[src/core/slider_speed_consts.svh]
/*
  Offsets, field positions, reset values and timing counts for the slider
  speed and forced recalibration block.
  Assumes a 125 MHz system clock and millisecond based slide timing.
*/
`ifndef SLIDER_SPEED_CONSTS_SVH
`define SLIDER_SPEED_CONSTS_SVH

////////////////////////////////////////////////////////////////////////////////
// register offsets and reset values
`define SPEED_CFG_ADDR     8'h3e
`define RECAL_REQ_ADDR     8'h3f
`define SPEED_CFG_RESET    8'hc5
`define RECAL_REQ_RESET    8'h00
`define UNMAPPED_READ      8'h00

////////////////////////////////////////////////////////////////////////////////
// field positions of the speed configuration register
`define CFG_ACCEL_EN_BIT   7
`define CFG_MAX_HI         6
`define CFG_MAX_LO         4
`define CFG_SLIDE_HI       3
`define CFG_SLIDE_LO       2
`define CFG_SCALE_HI       1
`define CFG_SCALE_LO       0

// field positions of the recalibration request register
`define RECAL_GROUP_BIT    7
`define RECAL_CHAN_HI      6
`define RECAL_CHAN_LO      0

////////////////////////////////////////////////////////////////////////////////
// timing
`define SYS_CLK_HZ         125000000
`define TICK_MS            1
`define TICK_CYCLES        (`SYS_CLK_HZ / 1000 * `TICK_MS)
`define SPEED_WINDOW_MS    7'd100
`define SLIDE_WIN0_MS      10'd350
`define SLIDE_WIN1_MS      10'd560
`define SLIDE_WIN2_MS      10'd770
`define SLIDE_WIN3_MS      10'd980
`define RATE_35_MS         10'd35
`define RATE_70_MS         10'd70
`define RATE_105_MS        10'd105
`define RATE_140_MS        10'd140
`define EXTRA_GAP_MS       10'd35
`define SLIDE_MS_MAX       10'h3ff

`endif

[src/core/slider_speed_pkg.sv]
/*
  Types shared by the slider speed block and its recalibration sequencer.
  Assumes the constants header is included where numbers are needed.
*/
package slider_speed_pkg;

  // slide tracking phases
  typedef enum logic [1:0] {
    SLIDE_IDLE,
    SLIDE_RUN,
    SLIDE_EXTRA
  } slide_state_t;

  // whole state of the speed logic
  typedef struct packed {
    logic [7:0]   cfg;
    slide_state_t phase;
    logic [6:0]   prevTouch;
    logic [6:0]   seenMask;
    logic [6:0]   winMs;
    logic [2:0]   speedCount;
    logic [9:0]   slideMs;
    logic [9:0]   gapMs;
    logic [2:0]   extraLeft;
    logic         irq;
    logic [7:0]   rdData;
  } speed_state_t;

  // whole state of the recalibration sequencer
  typedef struct packed {
    logic [7:0] pending;
    logic [7:0] reload;
  } recal_state_t;

endpackage

[src/core/recal_if.sv]
/*
  Carrier between the speed core and the recalibration sequencer.
  Assumes both ends share sys_clk.
*/
`timescale 1ns/1ps

interface recal_if;
  logic [7:0] setMask;   // one-cycle set request per channel
  logic [7:0] pending;   // requests still running
  logic [7:0] reload;    // one-cycle base count replace strobe

  modport core (output setMask, input pending, input reload);
  modport seq  (input setMask, output pending, output reload);
endinterface

[src/core/slider_velocity_and_recal.sv]
/*
  Slider speed logic: extra interrupts after fast slides, speed scaled
  repeat interrupts, and forced digital recalibration requests.
  Assumes the serial management decoder presents a simple byte register
  port on sys_clk, and that slider and touch inputs come from logic on
  the same clock.
*/
// Summary of operation
// (RQ1) enable bit 7 allows extra interrupts after a fast slide; clear stops them
// (RQ2) extra interrupt count grows with slide speed, never above the maximum
// (RQ3) bits 6-4 set maximum extra interrupts 0..7, reset value 100b
// (RQ4) below half window M, to three quarters M/2, to full window M>=4
// (RQ5) bits 3-2 give longest slide earning extras; longer slides earn none
// (RQ6) slide window codes decode to 350, 560, 770, 980 ms; 01 at reset
// (RQ7) speed is distinct slider sensors touched per 100 ms, with scale bits 1-0
// (RQ8) repeat rate table by sensor count and scale; one sensor uses base rate
// (RQ9) scale 11 uses 140, 105, 70 ms for two, three, four sensors
// (RQ10) request bit rebuilds a channel base count from scratch and replaces it
// (RQ11) request bits clear themselves when recalibration ends; reset to zero
// (RQ12) bit 7 recalibrates grouped slider, bits 6..0 channels seven..one
// (RQ13) extra and repeat interrupts share the touch interrupt output with touch events; sources in the same cycle give one pulse
`timescale 1ns/1ps
`include "slider_speed_consts.svh"

module slider_velocity_and_recal
  import slider_speed_pkg::*;
#(
  parameter int unsigned TICK_CYCLES = `TICK_CYCLES
) (
  input  wire logic       sys_clk,               // system clock, 125 MHz
  input  wire logic       rst,                   // synchronous reset, high
  input  wire logic [7:0] regAddr,               // register address
  input  wire logic [7:0] regWrData,             // write data
  input  wire logic       regWrEn,               // one-cycle write strobe
  output logic      [7:0] regRdData,             // read data, one cycle late
  input  wire logic [6:0] sensorTouch,           // grouped slider sensor touch levels
  input  wire logic       slideActive,           // high while a slide is in progress
  input  wire logic [3:0] sliderBaseRepeatRate,  // base rate, (code+1)*35 ms
  input  wire logic       touchEvent,            // ordinary touch interrupt pulse
  output logic            touchIrq,              // shared interrupt pulse
  input  wire logic [7:0] recalDone,             // engine finished, per request bit
  output logic            groupRecalRequest,     // grouped slider recalibration
  output logic      [6:0] chanRecalRequest,      // channels seven..one
  output logic            groupBaseReload,       // replace grouped base count
  output logic      [6:0] chanBaseReload         // replace channel base count
);

  recal_if rif ();

  logic         msTick;
  speed_state_t s_r;
  speed_state_t s_nxt;

  ////////////////////////////////////////////////////////////////////////////
  // helpers

  // count of set bits among seven sensors
  function automatic logic [2:0] popCount7(input logic [6:0] v);
    logic [2:0] c;
    c = 3'h0;
    for (int i = 0; i < 7; i++) begin
      c = c + {2'h0, v[i]};
    end
    return c;
  endfunction

  // slide window length from the configuration code
  function automatic logic [9:0] slideWindow(input logic [1:0] code);
    logic [9:0] w;
    case (code)                                                     // RQ6
      2'h0:    w = `SLIDE_WIN0_MS;
      2'h1:    w = `SLIDE_WIN1_MS;
      2'h2:    w = `SLIDE_WIN2_MS;
      2'h3:    w = `SLIDE_WIN3_MS;
      default: w = `SLIDE_WIN1_MS;
    endcase
    return w;
  endfunction

  // number of extra interrupts for a finished slide
  function automatic logic [2:0] extraCount(input logic [2:0] maxInt,
                                            input logic [9:0] t,
                                            input logic [9:0] w);
    logic [2:0]  k;
    logic [11:0] t4;
    logic [11:0] w2;
    logic [11:0] w3;
    t4 = {t, 2'b00};
    w2 = {1'b0, w, 1'b0};
    w3 = {1'b0, w, 1'b0} + {2'h0, w};
    if (t4 < w2) begin
      k = maxInt;                                                   // RQ4
    end else if (t4 < w3) begin
      k = {1'b0, maxInt[2:1]};                                      // RQ4
    end else if (t <= w) begin
      k = {2'h0, maxInt[2]};                                        // RQ4
    end else begin
      k = 3'h0;                                                     // RQ5
    end
    return k;
  endfunction

  // repeat period from speed and scale
  function automatic logic [9:0] repeatPeriod(input logic [2:0] n,
                                              input logic [1:0] scale,
                                              input logic [9:0] baseMs);
    logic [9:0] r;
    r = `RATE_35_MS;
    if (n >= 3'h5) begin
      r = `RATE_35_MS;                                              // RQ8
    end else if (n == 3'h4) begin
      r = (scale == 2'h3) ? `RATE_70_MS : `RATE_35_MS;              // RQ9
    end else if (n == 3'h3) begin
      case (scale)                                                  // RQ8
        2'h3:    r = `RATE_105_MS;                                  // RQ9
        2'h2:    r = `RATE_70_MS;
        default: r = `RATE_35_MS;
      endcase
    end else if (n == 3'h2) begin
      case (scale)                                                  // RQ8
        2'h3:    r = `RATE_140_MS;                                  // RQ9
        2'h2:    r = `RATE_105_MS;
        2'h1:    r = `RATE_70_MS;
        default: r = `RATE_35_MS;
      endcase
    end else begin
      r = baseMs;                                                   // RQ8
    end
    return r;
  endfunction

  ////////////////////////////////////////////////////////////////////////////
  // submodules

  // millisecond time base
  ms_tick #(
    .TICK_CYCLES (TICK_CYCLES)
  ) u_tick (
    .sys_clk (sys_clk),
    .rst     (rst),
    .tick    (msTick)
  );

  // recalibration request bits
  recal_seq u_recal (
    .sys_clk   (sys_clk),
    .rst       (rst),
    .recalDone (recalDone),
    .bus       (rif.seq)
  );

  // software sets request bits by writing ones
  assign rif.setMask = (regWrEn && regAddr == `RECAL_REQ_ADDR) ? regWrData : 8'h00;

  ////////////////////////////////////////////////////////////////////////////
  // next state

  logic [6:0] seenNow;
  logic [9:0] baseMs;
  logic [9:0] rateMs;
  logic [9:0] gapInc;
  logic [9:0] slideInc;
  logic [2:0] extraNow;
  logic       accelEn;

  // derived values for the next state
  always_comb begin
    accelEn = s_r.cfg[`CFG_ACCEL_EN_BIT];
    seenNow = s_r.seenMask | (sensorTouch & ~s_r.prevTouch);       // RQ7
    baseMs = 10'(({6'h00, sliderBaseRepeatRate} + 10'h001) * `RATE_35_MS);
    // speed scaling is an extra interrupt source, so the enable gates it
    rateMs = accelEn
           ? repeatPeriod(s_r.speedCount, s_r.cfg[`CFG_SCALE_HI:`CFG_SCALE_LO], baseMs)
           : baseMs;                                                // RQ7
    gapInc = s_r.gapMs + 10'h001;
    slideInc = (s_r.slideMs == `SLIDE_MS_MAX) ? s_r.slideMs : s_r.slideMs + 10'h001;
    extraNow = extraCount(s_r.cfg[`CFG_MAX_HI:`CFG_MAX_LO], s_r.slideMs,
                          slideWindow(s_r.cfg[`CFG_SLIDE_HI:`CFG_SLIDE_LO]));  // RQ2
  end

  // speed window, slide tracking, interrupts and registers
  always_comb begin
    s_nxt = s_r;
    s_nxt.irq = touchEvent;                                         // RQ13
    s_nxt.prevTouch = sensorTouch;
    s_nxt.seenMask = seenNow;

    // distinct sensors touched per 100 ms window
    if (msTick) begin
      if (s_r.winMs == `SPEED_WINDOW_MS - 7'h01) begin
        s_nxt.winMs = 7'h00;
        s_nxt.speedCount = popCount7(seenNow);                      // RQ7
        s_nxt.seenMask = 7'h00;
      end else begin
        s_nxt.winMs = s_r.winMs + 7'h01;
      end
    end

    case (s_r.phase)
      SLIDE_IDLE: begin
        if (slideActive) begin
          s_nxt.phase = SLIDE_RUN;
          s_nxt.slideMs = 10'h000;
          s_nxt.gapMs = 10'h000;
        end
      end
      SLIDE_RUN: begin
        if (msTick) begin
          s_nxt.slideMs = slideInc;
          if (gapInc >= rateMs) begin
            s_nxt.irq = 1'b1;                                       // RQ13
            s_nxt.gapMs = 10'h000;
          end else begin
            s_nxt.gapMs = gapInc;
          end
        end
        if (!slideActive) begin
          s_nxt.gapMs = 10'h000;
          if (accelEn && extraNow != 3'h0) begin                    // RQ1
            s_nxt.phase = SLIDE_EXTRA;
            s_nxt.extraLeft = extraNow;                             // RQ3
          end else begin
            s_nxt.phase = SLIDE_IDLE;
          end
        end
      end
      SLIDE_EXTRA: begin
        if (slideActive) begin
          // a new slide drops the remaining extras
          s_nxt.phase = SLIDE_RUN;
          s_nxt.slideMs = 10'h000;
          s_nxt.gapMs = 10'h000;
          s_nxt.extraLeft = 3'h0;
        end else if (!accelEn) begin
          s_nxt.phase = SLIDE_IDLE;                                 // RQ1
          s_nxt.extraLeft = 3'h0;
        end else if (msTick) begin
          if (gapInc >= `EXTRA_GAP_MS) begin
            s_nxt.irq = 1'b1;                                       // RQ13
            s_nxt.gapMs = 10'h000;
            s_nxt.extraLeft = s_r.extraLeft - 3'h1;                 // RQ2
            if (s_r.extraLeft == 3'h1) begin
              s_nxt.phase = SLIDE_IDLE;
            end
          end else begin
            s_nxt.gapMs = gapInc;
          end
        end
      end
      default: begin
        s_nxt.phase = SLIDE_IDLE;
      end
    endcase

    // configuration write
    if (regWrEn && regAddr == `SPEED_CFG_ADDR) begin
      s_nxt.cfg = regWrData;                                        // RQ3
    end

    // registered read data
    case (regAddr)
      `SPEED_CFG_ADDR: s_nxt.rdData = s_r.cfg;
      `RECAL_REQ_ADDR: s_nxt.rdData = rif.pending;                  // RQ11
      default:         s_nxt.rdData = `UNMAPPED_READ;
    endcase
  end

  ////////////////////////////////////////////////////////////////////////////
  // state register

  always_ff @(posedge sys_clk) begin
    if (rst) begin
      s_r <= '0;
      s_r.cfg <= `SPEED_CFG_RESET;                                  // RQ3
    end else begin
      s_r <= s_nxt;
    end
  end

  ////////////////////////////////////////////////////////////////////////////
  // outputs

  assign regRdData = s_r.rdData;
  assign touchIrq = s_r.irq;                                        // RQ13
  assign groupRecalRequest = rif.pending[`RECAL_GROUP_BIT];         // RQ12
  assign chanRecalRequest = rif.pending[`RECAL_CHAN_HI:`RECAL_CHAN_LO];  // RQ12
  assign groupBaseReload = rif.reload[`RECAL_GROUP_BIT];            // RQ10
  assign chanBaseReload = rif.reload[`RECAL_CHAN_HI:`RECAL_CHAN_LO];     // RQ10

endmodule

[src/core/ms_tick.sv]
/*
  Millisecond tick generator.
  Assumes a free running clock; the period is a parameter so that
  simulation can shorten it.
*/
`timescale 1ns/1ps
`include "slider_speed_consts.svh"

module ms_tick
  import slider_speed_pkg::*;
#(
  parameter int unsigned TICK_CYCLES = `TICK_CYCLES
) (
  input  wire logic sys_clk,   // system clock
  input  wire logic rst,       // synchronous reset
  output logic      tick       // one-cycle pulse per period
);

  typedef struct packed {
    logic [16:0] count;
    logic        tick;
  } tick_state_t;

  tick_state_t s_r;
  tick_state_t s_nxt;

  // count the period up to a pulse
  always_comb begin
    s_nxt = s_r;
    s_nxt.tick = 1'b0;
    if (s_r.count == 17'(TICK_CYCLES - 1)) begin
      s_nxt.count = 17'h00000;
      s_nxt.tick = 1'b1;
    end else begin
      s_nxt.count = s_r.count + 17'h00001;
    end
  end

  // state register
  always_ff @(posedge sys_clk) begin
    if (rst) begin
      s_r <= '0;
    end else begin
      s_r <= s_nxt;
    end
  end

  assign tick = s_r.tick;
endmodule

[src/core/recal_seq.sv]
/*
  Forced recalibration request bits with self clearing on completion.
  Assumes the calibration engine pulses a done bit only for a channel
  it was asked to rebuild.
*/
`timescale 1ns/1ps
`include "slider_speed_consts.svh"

module recal_seq
  import slider_speed_pkg::*;
(
  input  wire logic       sys_clk,   // system clock
  input  wire logic       rst,       // synchronous reset
  input  wire logic [7:0] recalDone, // engine finished, per channel
  recal_if.seq            bus        // set, pending, reload
);

  recal_state_t s_r;
  recal_state_t s_nxt;

  // set wins over the completion clear in the same cycle
  always_comb begin
    s_nxt = s_r;
    s_nxt.reload = recalDone & s_r.pending;                         // RQ10
    s_nxt.pending = (s_r.pending & ~recalDone) | bus.setMask;      // RQ11
  end

  // state register
  always_ff @(posedge sys_clk) begin
    if (rst) begin
      s_r <= '0;
      s_r.pending <= `RECAL_REQ_RESET;                             // RQ11
    end else begin
      s_r <= s_nxt;
    end
  end

  assign bus.pending = s_r.pending;
  assign bus.reload = s_r.reload;
endmodule

[config.mk]
export PLATFORM = sky130hd
export DESIGN_NAME = slider_velocity_and_recal
export DESIGN_NICKNAME = d
export VERILOG_FILES = /design/src/core/slider_speed_pkg.sv /design/src/core/recal_if.sv /design/src/core/slider_velocity_and_recal.sv /design/src/core/ms_tick.sv /design/src/core/recal_seq.sv
export VERILOG_INCLUDE_DIRS = /design/src /design/src/core
export SDC_FILE = /design/constraint.sdc
export NUM_CORES = 1
export LEC_CHECK = 0
export ABC_CLOCK_PERIOD_IN_PS = 14550
export BUFFER_PORTS_ARGS = -buffer_cell sky130_fd_sc_hd__buf_2
export CAP_MARGIN = 20
export CORE_ASPECT_RATIO = 1.2
export CORE_MARGIN = 4
export CORE_UTILIZATION = 30
export CTS_BUF_LIST = sky130_fd_sc_hd__clkbuf_4 sky130_fd_sc_hd__clkbuf_8
export DETAILED_ROUTE_END_ITERATION = 8
export GPL_ROUTABILITY_DRIVEN = 0
export PLACE_DENSITY = 0.43
export SLEW_MARGIN = 20
export SYNTH_ARGS = -nofsm -noshare
export SYNTH_HDL_FRONTEND = slang
export SYNTH_SLANG_ARGS = --single-unit
export TNS_END_PERCENT = 10
[constraint.sdc]
create_clock -name sys_clk -period 14.55 [get_ports sys_clk]
set_input_delay 2.91 -clock sys_clk [delete_from_list [all_inputs] [get_ports sys_clk]]
set_output_delay 2.91 -clock sys_clk [all_outputs]
set_load 0.005 [all_outputs]
# Word level (Yosys, flattened, before mapping)
# Cells that the tools add are included.
# totals
in_bits,40
elab_cells,132
ff_bits,100
# op_classes
order_cmp,6
multipliers,1
n_bitwise,7
n_eq_ne,29
n_reduce_logical,14
addsub,13
n_mux,47
# ops
operator,count
10-bit two-way mux,10
20-bit case mux with 3 select lines,1
20-bit two-way mux,2
10-bit case mux with 4 select lines,1
13-bit two-way mux,2
8-bit case mux with 3 select lines,1
7-bit two-way mux,3
"10-bit by 1-bit adder with 10-bit output, second input constant",2
5-bit AND reduction,4
2-bit two-way mux,9
"17-bit by 1-bit adder with 17-bit output, second input constant",1
"17-bit == test, second input constant",1
17-bit two-way mux,1
8-bit AND,2
"8-bit by 6-bit == test with 1-bit output, second input constant",2
8-bit case mux with 2 select lines,1
14-bit two-way mux,1
7-bit case mux with 2 select lines,1
11-bit by 10-bit adder with 12-bit output,1
3-bit by 1-bit adder with 3-bit output,4
12-bit by 11-bit less-than comparator with 1-bit output,1
12-bit less-than comparator,1
3-bit two-way mux,4
"10-bit == test, second input constant",1
other kinds (38),60

# Longest topological paths before layout
# depth
depth_word,12
ltp_mapped,23

# Cells and area by module
# Synthesis repeated with hierarchy kept, for this count alone.
# unflattened
hier_cells,720
hier_area_um2,6209.7
# by_module_without_submodules
mod,seq_area_each_um2,instances,cells_each,area_each_um2
slider_velocity_and_recal,1321.3,1,569,4849.7
ms_tick,360.3,1,93,825.8
recal_seq,320.3,1,58,534.3

# Worst setup path after synthesis
# OpenSTA, ideal clock, no wires.
# synth_timing
path_type,input -> register
startpoint,input port sliderBaseRepeatRate[0]
endpoint,register s_r[14] (netlist bit)
required_time_ns,14.480
t_arrival_ns,6.582
stages,18
slack_ns,7.898
path_cell_list,ha_1 -> xor2_1 -> ha_1 -> ha_1 -> ha_1 -> a31o_2 -> a31o_2 -> xnor2_1 -> o22a_1 -> o22a_1 -> ha_1 -> a2111oi_0 -> o21ai_0 -> a21oi_1 -> o2111ai_1 -> o21ai_4 -> nand4b_1 -> a21oi_1
# synth_between
elab_chain_len,12
# synth_rtl
item,line,text
start: declaration,slider_velocity_and_recal.sv:38,"input wire logic [3:0] sliderBaseRepeatRate,"
4-bit by 1-bit adder with 5-bit output (*),slider_velocity_and_recal.sv:170,"baseMs = 10'(({6'h00, sliderBaseRepeatRate} + 10'h001) * `RATE_35_MS);"
5-bit by 6-bit multiplier with 10-bit output (no line) (*),--,
10-bit two-way mux,slider_velocity_and_recal.sv:119,end else if (n == 3'h2) begin
10-bit two-way mux,slider_velocity_and_recal.sv:113,end else if (n == 3'h3) begin
10-bit two-way mux,slider_velocity_and_recal.sv:111,end else if (n == 3'h4) begin
10-bit two-way mux,slider_velocity_and_recal.sv:109,if (n >= 3'h5) begin
10-bit two-way mux (*),slider_velocity_and_recal.sv:172,rateMs = accelEn
10-bit >= comparator (*),slider_velocity_and_recal.sv:210,if (gapInc >= rateMs) begin
10-bit two-way mux (*),slider_velocity_and_recal.sv:210,
20-bit two-way mux (*),slider_velocity_and_recal.sv:208,if (msTick) begin
13-bit two-way mux (*),slider_velocity_and_recal.sv:217,if (!slideActive) begin
20-bit case mux with 3 select lines (*),slider_velocity_and_recal.sv:199,case (s_r.phase)
end signal: assignment,slider_velocity_and_recal.sv:276,s_r <= s_nxt;
end: declaration,slider_velocity_and_recal.sv:51,speed_state_t s_r;
# Every way passes the cells marked *; elsewhere a longest branch is shown, timed or not. The select of a mux whose other input is x is not followed.
# A chain may end at the register's enable or synchronous reset.

# Worst setup path after layout
# Ends and elaborated chain as after synthesis.

==> impl_results.md <==
* Status: completed
* Worst Path Required at 14.87 ns
* Pwr Total at 647 µW
* DP Worst Slack at 7.33 ns
* Relative slew slack at 42.1%
* Die Footprint at 23100 µm²
* Net Count, Synth at 850
* First-pass DRT Iterations at 4
* Startpoint types: input pin
* CP peak stage delay at 0.40 ns
* Finished Core Util at 34.0%
* Tmin final at 6.85 ns
* Routed vias at 5194
* Crit path buffers/inverters at 1
* Average wire per standard cell at 15.1 µm
* Area Overhead vs Synth at 11.2%
* Crit share post-route at 47.1%
* Final setup fails at 0
* Seq/Total Area, Yosys at 32.2%
* Post-synth ARST share at 0%
* Setup WS post-layout at 7.70 ns
* Vias/cell at 4.97
* Cell Area, Placed at 6700 µm²
* Flop2flop setup slack at 11.03 ns
* Yosys warnings at 0
* Most frequent CP cell: ha_1
* Largest cells by area after synthesis: dfxtp_1 32%, ha_1 15%, nor2_1 5.5%, nand2_1 3.7%, xnor2_1 3.4%
* Number of synthesized register bits at 100
* Cells after Synth at 733
* First-pass GRT wire length at 26.0 mm
* Post-CTS Resized at 0
* Inst Count DP at 1029
* Pwr/cell area at 93.6 nW/µm²
* Post-route DRC at 0
* FMAX at 0.146 GHz
* CTS HTree Levels at 3
* Buffers on Ports at 64
* CTS max path bufs at 2
* Core area at 20300 µm²
* Final WL at 15.8 mm
* Clk sinks at 100
* GR Overflow Total at 0
* CTS tree: yes
* Mapped Area at 6210 µm²
* Maximum VDD drop at 0.0000580 V
* Crit-path slowest cell: a2111oi_0
* CTS root buf: clkbuf_8
* FP Rows at 57
* Initial Utilization at 30.6%
* ANT cells at 0
* Post-synth top area share at 32.2%
* Gr usage total at 13.8%
* Unrepaired setup endpoints after global routing: false
* Crit path capture type: register
* Worst skew pair latency at 0.39 ns
* Crit-path cells: buf_2 -> ha_1 -> xor2_1 -> ha_1 -> ha_1 -> ha_1 -> a31o_2 -> a31o_2 -> xnor2_1 -> o22a_1 -> o22a_1 -> ha_1 -> a2111oi_0 -> o21ai_0 -> a21oi_1 -> o2111ai_1 -> o21ai_4 -> nand4b_1 -> a21oi_1
* Number of routed nets with antenna violations at 0
* Leak pwr at 2.95 nW
* Layout cell share with drive strength beyond 1 at 12.3%
* Pin count of the biggest net entering global routing at 38
* Slew Viols, Final at 0
* Mapped Avg Cell Area at 8.47 µm²
* Commonest cells after routing, fill and taps aside: 100 x dfxtp_1, 91 x nor2_1, 72 x ha_1, 64 x buf_2, 61 x nand2_1
* CP delay by family, top: compound AO/OA/AOI/OAI gates
* Main synth FF type: dfxtp_1
* Post CTS Setup Buffer Count at 0
* Setup Total Neg Slack at 0 ns
* Die Ht at 166 µm
* Setup Skew at 0.0111 ns
* Detailed Place HPWL at 12.0 mm
* Hold buffer count at CTS at 0
* Crit path kind: in2reg
* Clock transition at path regs at 0.11 ns
* Unique masters post-synth at 68
* Crit path DAT at 7.17 ns
* I/O Pins at 65
* Worst slew pin tran at 0.860 ns
* Fin area at 6910 µm²
* Final Non-Filler Cells at 1045
* Commonest non-fill, non-tap cell in the layout: dfxtp_1
* Vias in the first global route at 5235
* Die span in x at 139 µm
* Nets@finish at 892
* Final hold slack at 0.452 ns
* Post-synth EDFFs at 0
* Initial antenna violation count at 1
* CTS Buf Count at 9
* Worst Path Max Fanout at 9
* Final Hold Fails at 0
* Class of the worst hold path: reg2reg
* Initial DRC Count at 228
* Area leader, netlist: dfxtp_1
* Max_cap viols at 0
synth_stat cells (4+ instances only):
cell type	instances
mux2i_1	19
ha_1	72
and4_1	5
nor3_1	18
nor4_1	5
nand2_1	61
and2_1	4
dfxtp_1	100
o211ai_1	8
xnor2_1	24
or3_1	4
fa_1	5
a211oi_1	7
nand2b_1	4
clkbuf_1	20
a21oi_1	37
inv_1	44
xor2_1	24
and3_1	18
nand4_1	14
a21o_1	9
nor2b_1	17
nand3_1	23
nor2_1	91
o21ai_0	26
buf_4	9
layer usage:
| layer | vias up | global-route usage, % | share of wire (%) |
|---|---|---|---|
| li1 | 2637 | - | - |
| met1 | 2439 | 16.7 | 44 |
| met2 | 97 | 24.0 | 49 |
| met3 | 19 | 2.97 | 4.3 |
| met4 | 2 | 4.81 | 2.0 |
| met5 | - | 0 | 0.051 |
power by group:
part / switching [mW] / internal [mW] / leakage [nW]
Combinational: 0.0985 / 0.0625 / 2.03
Clock: 0.110 / 0.0824 / 0.103
Sequential: 0.00875 / 0.284 / 0.811
Total: 0.218 / 0.429 / 2.95
final timing paths:
check | end | cells after the start | from
worst max-delay path | s_r[14] | 19 | sliderBaseRepeatRate[0]
worst min-delay path | u_tick.s_r[1] | 1 | u_tick.s_r[1]
worst max register to register | s_r[10] | 10 | s_r[61]
worst min register to register | u_tick.s_r[1] | 1 | u_tick.s_r[1]
sequential cells by signal, summed over array words and instances, names as in the netlist:
name and count:
regRdData 8, accelEn 1, u_recal.bus.pending 8, u_tick.s_r 17, u_recal.bus.reload 8, s_r 56, touchIrq 1, u_tick.tick 1
worst register-to-register path, cell delays in order, from the launching register on:
cell       delay, ns
dfxtp_1         0.51
inv_1           0.21
ha_1            0.42
ha_1            0.32
nor4bb_1        0.13
o311a_1         0.35
a2111oi_2       0.53
nor4_1          0.16
o22ai_1         0.43
a21oi_1         0.15
a311oi_1        0.24
cells by family (layout without fill, tap and decap cells):
family	count (synthesis)	in the layout	share of synthesized area, %
xor+xnor	48	48	6.77
mux	19	19	3.06
compound gates	131	131	14.6
simple gates	281	281	22.0
fa+ha+maj	77	77	16.1
buf+inv	77	124	5.24
flops	100	100	32.2
cell type report:
cell class / count / area [µm²]
clock buffer: 9 / 124
clock inverter: 7 / 80.1
fill: 2125 / 13400
sequential: 100 / 2000
multi-input combinational: 556 / 3880
inverter: 44 / 165
timing repair buffer: 64 / 320
tap: 265 / 332
(Power assumes the default switching activity.)
